--- src/design/tmr8_defs.svh ---
// Register offsets, field positions, reset values and counts of the 8-bit timer control block.
`ifndef TMR8_DEFS_SVH
`define TMR8_DEFS_SVH

// -----------------------------------------------------------------------------
// Register indexes (byte address is four times the index)
// -----------------------------------------------------------------------------
`define TMR8_IDX_CTRL_A      6'h24
`define TMR8_IDX_CTRL_B      6'h25
`define TMR8_IDX_COUNTER     6'h26
`define TMR8_IDX_CMP_A       6'h27
`define TMR8_IDX_CMP_B       6'h28
`define TMR8_IDX_STATUS      6'h29
`define TMR8_IDX_PINCFG      6'h2A

// -----------------------------------------------------------------------------
// Field positions
// -----------------------------------------------------------------------------
`define TMR8_A_COM_A_HI      7
`define TMR8_A_COM_A_LO      6
`define TMR8_A_COM_B_HI      5
`define TMR8_A_COM_B_LO      4
`define TMR8_A_WGM_HI        1
`define TMR8_A_WGM_LO        0
`define TMR8_B_FORCE_A       7
`define TMR8_B_FORCE_B       6
`define TMR8_B_WGM_TOP       3
`define TMR8_B_CS_HI         2
`define TMR8_B_CS_LO         0
`define TMR8_ST_OVF          0
`define TMR8_ST_MATCH_A      1
`define TMR8_ST_MATCH_B      2
`define TMR8_PC_DIR_A        0
`define TMR8_PC_DIR_B        1
`define TMR8_PC_PORT_A       2
`define TMR8_PC_PORT_B       3

// -----------------------------------------------------------------------------
// Reset values and counter limits
// -----------------------------------------------------------------------------
`define TMR8_RST_BYTE        8'h00
`define TMR8_MAX             8'hFF
`define TMR8_BOTTOM          8'h00
`define TMR8_PRESC_W         10
`define TMR8_TAP_8           10'h007
`define TMR8_TAP_64          10'h03F
`define TMR8_TAP_256         10'h0FF
`define TMR8_TAP_1024        10'h3FF

`endif

--- src/design/tmr8_pkg.sv ---
// Types shared by the 8-bit timer control block.
package tmr8_pkg;

   // Waveform class decoded from the 3-bit waveform select.
   typedef enum logic [3:0]
   {
      TMR8_WC_NORMAL = 4'b0001,
      TMR8_WC_CTC    = 4'b0010,
      TMR8_WC_FAST   = 4'b0100,
      TMR8_WC_PHASE  = 4'b1000
   } tmr8_wclass_e;

   // Clock source selection codes.
   typedef enum logic [2:0]
   {
      TMR8_CS_STOP  = 3'h0,
      TMR8_CS_DIV1  = 3'h1,
      TMR8_CS_DIV8  = 3'h2,
      TMR8_CS_DIV64 = 3'h3,
      TMR8_CS_DIV256 = 3'h4,
      TMR8_CS_DIV1024 = 3'h5,
      TMR8_CS_EXT_FALL = 3'h6,
      TMR8_CS_EXT_RISE = 3'h7
   } tmr8_cs_e;

endpackage

--- src/design/tmr8_top.sv ---
// 8-bit timer/counter with waveform modes, force strobes and clock select, on Avalon-MM.
//
// Decided for this implementation: the Avalon-MM slave port.
`timescale 1ns/1ps
`include "tmr8_defs.svh"

module tmr8_top
   import tmr8_pkg::*;
(
   input  wire logic        i_clk,
   input  wire logic        i_nrst,
   input  wire logic [7:0]  i_avs_address,
   input  wire logic        i_avs_read,
   input  wire logic        i_avs_write,
   input  wire logic [31:0] i_avs_writedata,
   input  wire logic [3:0]  i_avs_byteenable,
   output logic      [31:0] o_avs_readdata,
   output logic             o_avs_waitrequest,
   input  wire logic        i_external_count_pin,
   output logic             o_compare_pin_a,
   output logic             o_compare_pin_a_oe,
   output logic             o_compare_pin_b,
   output logic             o_compare_pin_b_oe
);

   // -----------------------------------------------------------------------------
   // Waveform step for one channel
   // -----------------------------------------------------------------------------
   // Channel A may toggle in PWM modes when the high waveform bit is set; B may not.
   function automatic logic wave_next
   (
      input logic         cur,
      input logic [1:0]   com,
      input tmr8_wclass_e wc,
      input logic         match,
      input logic         force_s,
      input logic         at_bottom,
      input logic         at_top,
      input logic         down,
      input logic         eq_top,
      input logic         tog_ok
   );
      logic r;
      begin
         r = cur;
         unique case (wc)
            TMR8_WC_NORMAL, TMR8_WC_CTC:
            begin
               if (match || force_s)
               begin
                  if (com == 2'h1)
                     r = ~cur;
                  else if (com == 2'h2)
                     r = 1'b0;
                  else if (com == 2'h3)
                     r = 1'b1;
               end
            end
            TMR8_WC_FAST:
            begin
               if (com[1])
               begin
                  if (at_bottom)
                     r = ~com[0];
                  if (match && !eq_top)
                     r = com[0];
               end
               else if (com[0] && tog_ok && match)
                  r = ~cur;
            end
            TMR8_WC_PHASE:
            begin
               if (com[1])
               begin
                  if (eq_top)
                  begin
                     if (at_top)
                        r = ~com[0];
                  end
                  else if (match)
                     r = down ? ~com[0] : com[0];
               end
               else if (com[0] && tog_ok && match)
                  r = ~cur;
            end
         endcase
         wave_next = r;
      end
   endfunction

   // -----------------------------------------------------------------------------
   // Registers
   // -----------------------------------------------------------------------------
   logic [1:0]  com_a_reg;
   logic [1:0]  com_b_reg;
   logic [1:0]  wgm_low_reg;
   logic        wgm_high_reg;
   logic [2:0]  cs_reg;
   logic        force_a_reg;
   logic        force_b_reg;
   logic [7:0]  cnt_reg;
   logic        down_reg;
   logic        block_reg;
   logic [7:0]  cmp_a_reg;
   logic [7:0]  cmp_b_reg;
   logic [7:0]  cmp_a_act_reg;
   logic [7:0]  cmp_b_act_reg;
   logic        ovf_reg;
   logic        mat_a_reg;
   logic        mat_b_reg;
   logic [3:0]  pincfg_reg;
   logic        wave_a_reg;
   logic        wave_b_reg;
   logic [`TMR8_PRESC_W-1:0] presc_reg;
   logic        ext_s1_reg;
   logic        ext_s2_reg;
   logic        ext_prev_reg;
   logic        wait_reg;
   logic [31:0] rdata_reg;
   logic        pin_a_reg;
   logic        pin_a_oe_reg;
   logic        pin_b_reg;
   logic        pin_b_oe_reg;

   // -----------------------------------------------------------------------------
   // Bus decode
   // -----------------------------------------------------------------------------
   // One wait state on every access keeps read data and all outputs registered.
   wire         bus_req   = i_avs_read | i_avs_write;
   wire         wr_take   = i_avs_write & ~wait_reg & i_avs_byteenable[0];
   wire         aligned   = (i_avs_address[1:0] == 2'h0);
   wire [5:0]   idx       = i_avs_address[7:2];
   wire [7:0]   wd        = i_avs_writedata[7:0];
   wire         wr_ctrl_a = wr_take & aligned & (idx == `TMR8_IDX_CTRL_A);
   wire         wr_ctrl_b = wr_take & aligned & (idx == `TMR8_IDX_CTRL_B);
   wire         wr_cnt    = wr_take & aligned & (idx == `TMR8_IDX_COUNTER);
   wire         wr_cmp_a  = wr_take & aligned & (idx == `TMR8_IDX_CMP_A);
   wire         wr_cmp_b  = wr_take & aligned & (idx == `TMR8_IDX_CMP_B);
   wire         wr_status = wr_take & aligned & (idx == `TMR8_IDX_STATUS);
   wire         wr_pincfg = wr_take & aligned & (idx == `TMR8_IDX_PINCFG);

   wire [7:0]   rd_ctrl_a = {com_a_reg, com_b_reg, 2'h0, wgm_low_reg};
   wire [7:0]   rd_ctrl_b = {2'h0, 2'h0, wgm_high_reg, cs_reg};
   wire [7:0]   rd_status = {5'h00, mat_b_reg, mat_a_reg, ovf_reg};
   wire [7:0]   rd_byte   =
      !aligned                        ? 8'h00 :
      (idx == `TMR8_IDX_CTRL_A)  ? rd_ctrl_a :
      (idx == `TMR8_IDX_CTRL_B)  ? rd_ctrl_b :
      (idx == `TMR8_IDX_COUNTER) ? cnt_reg :
      (idx == `TMR8_IDX_CMP_A)   ? cmp_a_reg :
      (idx == `TMR8_IDX_CMP_B)   ? cmp_b_reg :
      (idx == `TMR8_IDX_STATUS)  ? rd_status :
      (idx == `TMR8_IDX_PINCFG)  ? {4'h0, pincfg_reg} : 8'h00;

   // -----------------------------------------------------------------------------
   // Mode decode
   // -----------------------------------------------------------------------------
   wire [2:0]    wgm     = {wgm_high_reg, wgm_low_reg};
   wire          is_pc   = (wgm == 3'h1) | (wgm == 3'h5);
   wire          is_fast = (wgm == 3'h3) | (wgm == 3'h7);
   wire          is_ctc  = (wgm == 3'h2);
   // Reserved codes 4 and 6 run as plain normal counting.
   tmr8_wclass_e wclass;
   assign wclass = is_pc   ? TMR8_WC_PHASE :
                   is_fast ? TMR8_WC_FAST  :
                   is_ctc  ? TMR8_WC_CTC   : TMR8_WC_NORMAL;
   wire [7:0]    top     = wgm[1:0] == 2'h2 || wgm[2] ? cmp_a_reg_top() : `TMR8_MAX;

   function automatic logic [7:0] cmp_a_reg_top();
      cmp_a_reg_top = cmp_a_act_reg;
   endfunction

   // -----------------------------------------------------------------------------
   // Clock select and prescaler
   // -----------------------------------------------------------------------------
   // The external pin is sampled twice before use; edges slower than two clocks count.
   wire ext_rise = ext_s2_reg & ~ext_prev_reg;
   wire ext_fall = ~ext_s2_reg & ext_prev_reg;
   wire tick =
      (cs_reg == TMR8_CS_DIV1)     ? 1'b1 :
      (cs_reg == TMR8_CS_DIV8)     ? (presc_reg[2:0] == `TMR8_TAP_8) :
      (cs_reg == TMR8_CS_DIV64)    ? (presc_reg[5:0] == `TMR8_TAP_64) :
      (cs_reg == TMR8_CS_DIV256)   ? (presc_reg[7:0] == `TMR8_TAP_256) :
      (cs_reg == TMR8_CS_DIV1024)  ? (presc_reg == `TMR8_TAP_1024) :
      (cs_reg == TMR8_CS_EXT_FALL) ? ext_fall :
      (cs_reg == TMR8_CS_EXT_RISE) ? ext_rise : 1'b0;

   // -----------------------------------------------------------------------------
   // Counter sequence
   // -----------------------------------------------------------------------------
   wire       at_top    = (cnt_reg == top);
   wire       at_bot    = (cnt_reg == `TMR8_BOTTOM);
   wire       match_a   = tick & ~block_reg & (cnt_reg == cmp_a_act_reg);
   wire       match_b   = tick & ~block_reg & (cnt_reg == cmp_b_act_reg);
   wire       wrap_evt  = tick & at_top & ~is_pc;
   wire       top_evt   = tick & at_top & is_pc & ~down_reg;
   wire       bot_turn  = tick & at_bot & is_pc & down_reg;
   wire       ovf_evt   = is_pc   ? bot_turn :
                          is_fast ? wrap_evt :
                          tick & (cnt_reg == `TMR8_MAX);
   wire       upd_act   = is_pc ? top_evt : is_fast ? wrap_evt : 1'b1;
   wire [7:0] cnt_inc   = cnt_reg + 8'h01;
   wire [7:0] cnt_dec   = cnt_reg - 8'h01;
   wire [7:0] cnt_next  =
      wr_cnt                      ? wd :
      !tick                       ? cnt_reg :
      is_pc && !down_reg && at_top ? cnt_dec :
      is_pc && down_reg && at_bot  ? cnt_inc :
      is_pc && down_reg            ? cnt_dec :
      (is_ctc || is_fast) && at_top ? `TMR8_BOTTOM : cnt_inc;
   wire       down_next =
      !is_pc              ? 1'b0 :
      top_evt             ? 1'b1 :
      bot_turn            ? 1'b0 : down_reg;

   // -----------------------------------------------------------------------------
   // Waveform and pins
   // -----------------------------------------------------------------------------
   wire force_ok = ~is_pc & ~is_fast;
   wire wave_a_next = wave_next(wave_a_reg, com_a_reg, wclass, match_a,
                                force_a_reg & force_ok, wrap_evt, top_evt, down_reg,
                                cmp_a_act_reg == top, wgm_high_reg);
   wire wave_b_next = wave_next(wave_b_reg, com_b_reg, wclass, match_b,
                                force_b_reg & force_ok, wrap_evt, top_evt, down_reg,
                                cmp_b_act_reg == top, 1'b0);
   wire con_a = (com_a_reg != 2'h0);
   wire con_b = (com_b_reg != 2'h0);

   // -----------------------------------------------------------------------------
   // Bus slave flops
   // -----------------------------------------------------------------------------
   always_ff @(posedge i_clk or negedge i_nrst)
   begin
      if (!i_nrst)
      begin
         wait_reg  <= 1'b1;
         rdata_reg <= 32'h0000_0000;
      end
      else
      begin
         wait_reg <= ~(bus_req & wait_reg);
         if (i_avs_read & wait_reg)
            rdata_reg <= {24'h00_0000, rd_byte};
      end
   end

   // -----------------------------------------------------------------------------
   // Control registers
   // -----------------------------------------------------------------------------
   always_ff @(posedge i_clk or negedge i_nrst)
   begin
      if (!i_nrst)
      begin
         com_a_reg    <= 2'h0;
         com_b_reg    <= 2'h0;
         wgm_low_reg  <= 2'h0;
         wgm_high_reg <= 1'b0;
         cs_reg       <= 3'h0;
         force_a_reg  <= 1'b0;
         force_b_reg  <= 1'b0;
         cmp_a_reg    <= `TMR8_RST_BYTE;
         cmp_b_reg    <= `TMR8_RST_BYTE;
         pincfg_reg   <= 4'h0;
      end
      else
      begin
         // Force bits are one-cycle strobes and are never stored.
         force_a_reg <= wr_ctrl_b & wd[`TMR8_B_FORCE_A];
         force_b_reg <= wr_ctrl_b & wd[`TMR8_B_FORCE_B];
         if (wr_ctrl_a)
         begin
            com_a_reg   <= wd[`TMR8_A_COM_A_HI:`TMR8_A_COM_A_LO];
            com_b_reg   <= wd[`TMR8_A_COM_B_HI:`TMR8_A_COM_B_LO];
            wgm_low_reg <= wd[`TMR8_A_WGM_HI:`TMR8_A_WGM_LO];
         end
         if (wr_ctrl_b)
         begin
            wgm_high_reg <= wd[`TMR8_B_WGM_TOP];
            cs_reg       <= wd[`TMR8_B_CS_HI:`TMR8_B_CS_LO];
         end
         if (wr_cmp_a)
            cmp_a_reg <= wd;
         if (wr_cmp_b)
            cmp_b_reg <= wd;
         if (wr_pincfg)
            pincfg_reg <= wd[3:0];
      end
   end

   // -----------------------------------------------------------------------------
   // Counter, flags and waveform
   // -----------------------------------------------------------------------------
   always_ff @(posedge i_clk or negedge i_nrst)
   begin
      if (!i_nrst)
      begin
         cnt_reg       <= `TMR8_RST_BYTE;
         down_reg      <= 1'b0;
         block_reg     <= 1'b0;
         cmp_a_act_reg <= `TMR8_RST_BYTE;
         cmp_b_act_reg <= `TMR8_RST_BYTE;
         ovf_reg       <= 1'b0;
         mat_a_reg     <= 1'b0;
         mat_b_reg     <= 1'b0;
         wave_a_reg    <= 1'b0;
         wave_b_reg    <= 1'b0;
         presc_reg     <= '0;
      end
      else
      begin
         cnt_reg   <= cnt_next;
         down_reg  <= down_next;
         // A counter write hides the compare match on the next timer clock.
         block_reg <= wr_cnt | (block_reg & ~tick);
         presc_reg <= presc_reg + 1'b1;
         if (upd_act)
         begin
            cmp_a_act_reg <= cmp_a_reg;
            cmp_b_act_reg <= cmp_b_reg;
         end
         // Hardware set wins over a write-one clear in the same cycle.
         ovf_reg   <= ovf_evt | (ovf_reg & ~(wr_status & wd[`TMR8_ST_OVF]));
         mat_a_reg <= match_a | (mat_a_reg & ~(wr_status & wd[`TMR8_ST_MATCH_A]));
         mat_b_reg <= match_b | (mat_b_reg & ~(wr_status & wd[`TMR8_ST_MATCH_B]));
         wave_a_reg <= wave_a_next;
         wave_b_reg <= wave_b_next;
      end
   end

   // -----------------------------------------------------------------------------
   // External pin synchroniser and pin outputs
   // -----------------------------------------------------------------------------
   always_ff @(posedge i_clk or negedge i_nrst)
   begin
      if (!i_nrst)
      begin
         ext_s1_reg   <= 1'b0;
         ext_s2_reg   <= 1'b0;
         ext_prev_reg <= 1'b0;
         pin_a_reg    <= 1'b0;
         pin_a_oe_reg <= 1'b0;
         pin_b_reg    <= 1'b0;
         pin_b_oe_reg <= 1'b0;
      end
      else
      begin
         ext_s1_reg   <= i_external_count_pin;
         ext_s2_reg   <= ext_s1_reg;
         ext_prev_reg <= ext_s2_reg;
         pin_a_reg    <= con_a ? wave_a_reg : pincfg_reg[`TMR8_PC_PORT_A];
         pin_a_oe_reg <= pincfg_reg[`TMR8_PC_DIR_A];
         pin_b_reg    <= con_b ? wave_b_reg : pincfg_reg[`TMR8_PC_PORT_B];
         pin_b_oe_reg <= pincfg_reg[`TMR8_PC_DIR_B];
      end
   end

   assign o_avs_readdata     = rdata_reg;
   assign o_avs_waitrequest  = wait_reg;
   assign o_compare_pin_a    = pin_a_reg;
   assign o_compare_pin_a_oe = pin_a_oe_reg;
   assign o_compare_pin_b    = pin_b_reg;
   assign o_compare_pin_b_oe = pin_b_oe_reg;

endmodule

--- config.mk ---
export PLATFORM = sky130hd
export DESIGN_NAME = tmr8_top
export DESIGN_NICKNAME = d
export VERILOG_FILES = /design/src/design/tmr8_pkg.sv /design/src/design/tmr8_top.sv
export VERILOG_INCLUDE_DIRS = /design/src /design/src/design
export SDC_FILE = /design/constraint.sdc
export NUM_CORES = 1
export LEC_CHECK = 0
export BUFFER_PORTS_ARGS = -buffer_cell sky130_fd_sc_hd__buf_4
export CORE_UTILIZATION = 45
export DETAILED_ROUTE_END_ITERATION = 10
export PLACE_DENSITY = 0.71
export SLEW_MARGIN = 20
export SYNTH_ARGS = -nofsm -noshare
export SYNTH_HDL_FRONTEND = slang
export SYNTH_SLANG_ARGS = --single-unit
--- constraint.sdc ---
create_clock -name i_clk -period 2.9 [get_ports i_clk]
set_clock_uncertainty 0.05 [all_clocks]
set_input_delay 0 -clock i_clk [delete_from_list [all_inputs] [get_ports i_clk]]
set_output_delay 0 -clock i_clk [all_outputs]
set_load 0.05 [all_outputs]
==> impl_metrics.env <==
export IMPL_r2r_end="wave_a_reg"
export IMPL_avgSynthCellArea_um2=9.70
export IMPL_hpwlAfterDp_mm=9.83
export IMPL_async_flop_share_pct=100
export IMPL_final_cells=745
export IMPL_ys_flop_type="dfrtp_1"
export IMPL_gp_congestion=0.958
export IMPL_relSlewSlack_pct=52.7
export IMPL_ys_ff_latch=89
export IMPL_critPathLaunchType="register"
export IMPL_vdd_drop_max_v=0.000365
export IMPL_synthCells=558
export IMPL_cp_data_arrival_time_ns=2.85
export IMPL_grt_pass1_wl_mm=22.5
export IMPL_avgViaCountPerCell=5.94
export IMPL_crit_fanout=5
export IMPL_wl_mm=13.7
export IMPL_hold_viol=0
export IMPL_worst_slew_pin_slew_ns=0.708
export IMPL_synth_area_leaders="dfrtp_1 41%, mux2_2 11%, nand2_1 4.2%"
export IMPL_drc=10
export IMPL_numCtsBuffers=9
export IMPL_synthTopCellsByCount="88 x dfrtp_1, 60 x nand2_1, 52 x mux2_2, 35 x nor2_1, 31 x o21ai_0"
export IMPL_yosysUniqueCellTypes=72
export IMPL_drive_above_1_share_pct=23.4
export IMPL_first_iter_violations=318
export IMPL_die_area_mm2=0.0125
export IMPL_max_stage_delay_ns=0.43
export IMPL_failed_checks="DRC"
export IMPL_r2r_cells=11
export IMPL_synth_seq_area_share_pct=41.2
export IMPL_drv_cap=0
export IMPL_rsz0062_at_grt="no"
export IMPL_antenna_found_initial=0
export IMPL_yosys_area_top_type="dfrtp_1"
export IMPL_area_growth_pct=14.0
export IMPL_diodes=0
export IMPL_leakage_nw=2.71
export IMPL_io_buffers=34
export IMPL_rrSetupSlack_ns=0.19
export IMPL_dr_pass1_iters=8
export IMPL_num_vias=4428
export IMPL_post_drt_wl_per_cell_um=18.4
export IMPL_rows=39
export IMPL_p_per_area_mw_per_mm2=535
export IMPL_synthesis_area_mm2=0.00541
export IMPL_min_from="i_avs_address[2]"
export IMPL_period_share_pct=93.5
export IMPL_whs_path_depth=3
export IMPL_tritoncts="done"
export IMPL_cp_cell_sequence="ha_1, ha_1, nand2_1, mux2i_1, o21bai_1, buf_4, a2111oi_4, and2_1, a211oi_1, o21ai_0, o311ai_2"
export IMPL_path_clk_slew_ns=0.06
export IMPL_grt_overflow_total=0
export IMPL_fin_tns_setup_ns=0
export IMPL_hold_ws_ns=0.110
export IMPL_dp_cells=715
export IMPL_setup_ws_ns=0.188
export IMPL_ant_nets=0
export IMPL_synth_most_common_cell="dfrtp_1"
export IMPL_fmax_mhz=369
export IMPL_clkLatencyLatePin_ns=0.35
export IMPL_pre_cts_slack_ns=0.228
export IMPL_hold_end="o_avs_readdata[3]"
export IMPL_cp_required_ns=3.04
export IMPL_status="complete, but fails checks"
export IMPL_finalSetupViolCount=0
export IMPL_grt_max_degree=50
export IMPL_worstSetupPathType="reg -> reg"
export IMPL_layout_min_cycle_time_ns=2.71
export IMPL_cts_htree_levels=3
export IMPL_initial_utilization_pct=46.8
export IMPL_die_h_um=112
export IMPL_synth_top_area_share_pct=40.7
export IMPL_synth_edf_count=0
export IMPL_cts_root_buf="clkbuf_16"
export IMPL_core_mm2=0.0116
export IMPL_gr_usage_all_layers_pct=23.3
export IMPL_cts_setup_buffers=0
export IMPL_largest_register_ffs=10
export IMPL_cts_sinks=89
export IMPL_fillers=1004
export IMPL_min_path_type="in -> reg"
export IMPL_fin_nets=650
export IMPL_ys_warn_count=0
export IMPL_cts_buffer_depth=2
export IMPL_crit_path_top_delay_cell="a2111oi_4"
export IMPL_crit_path_end_kind="register"
export IMPL_die_x_um=112
export IMPL_path_common_cell="ha_1"
export IMPL_grt_pass1_vias=4242
export IMPL_slew_violations=0
export IMPL_r2r_start="presc_reg[0]"
export IMPL_pin_count=86
area by class of cell:
| class | instances | area, µm² | area share [%] |
|---|---|---|---|
| clock buffers | 11 | 243 | 3.94 |
| clock inverters | 5 | 62.6 | 1.01 |
| inverters | 6 | 22.5 | 0.365 |
| multi-input cells | 425 | 2900 | 47.1 |
| flip-flops and latches | 89 | 2230 | 36.1 |
| well taps | 143 | 179 | 2.90 |
| repair buffers | 66 | 531 | 8.60 |
routing by layer:
metal  up-vias  part of all wire, %  global-route usage (%)
met1      2165                   43                    30.7
met3        29                  6.4                    4.30
met4         0                  2.8                    9.82
met2       187                   48                    37.8
met5         -                    0                       0
li1       2047                    -                       -
cells by family after synthesis:
group / Yosys count / share of synthesized area, %
buffers and inverters: 67 / 6.89
other: 1 / 0.0693
multiplexers: 60 / 12.3
adder cells (fa/ha/maj): 4 / 0.925
AND/OR/NAND/NOR: 180 / 17.2
flip-flops: 89 / 41.2
AO/OA/AOI/OAI: 128 / 16.8
XOR/XNOR: 29 / 4.69
timing repair:
item,in CTS,in global routing
resized for setup,0,0
setup endpoints to repair,0,0
hold endpoints to repair,93,0
hold buffers,14,0
report_power, final:
part	total [W]	switching [W]	internal [W]
Clock	0.00119	0.000498	0.000696
Sequential	0.00138	0.0000825	0.00130
Combinational	0.000726	0.000454	0.000272
Total	0.00330	0.00104	0.00226
stage by stage:
step	area [µm²]	util [%]	power, W
4_1_cts	6170	53.3	0.00331
3_3_place_gp	5720	49.5	0.00207
5_1_grt	6170	53.3	0.00344
6_report	6170	53.3	0.00330
3_5_place_dp	5720	49.5	0.00210
2_1_floorplan	5500	-	0.00191
critical path, delay by kind of cell, from the launching register on:
family | cells | cell delay [ns]
buffers and inverters | 1 | 0.19
AOI/OAI and AO/OA | 5 | 1.13
muxes | 1 | 0.12
adders and majority gates | 2 | 0.43
DFF | 1 | 0.36
and+or+nand+nor | 2 | 0.28
layout by cell type, fill, tap and decap left out, drive strengths merged, types with 7 or more instances in the layout:
cell type	count
and3	7
dlygate4sd3	14
buf	52
a22oi	7
nor3	11
a21oi	30
and2	7
conb	24
nor2	35
xnor2	20
o21ai	33
inv	7
xor2	9
mux2	52
nand3	17
mux2i	8
dfrtp	88
nand2	61
clkbuf	11
worst max-delay path by stage:
stage / startpoint / end / slack, ns
CTS: presc_reg[0] / wave_b_reg / 0.22
floorplan: cnt_reg[0] / cnt_reg[2] / 0.34
global route: presc_reg[0] / wave_b_reg / 0.02
finish: presc_reg[0] / wave_a_reg / 0.19
detailed placement: presc_reg[0] / wave_b_reg / 0.23
global placement: presc_reg[0] / wave_b_reg / 0.26
(Power assumes the default switching activity.)
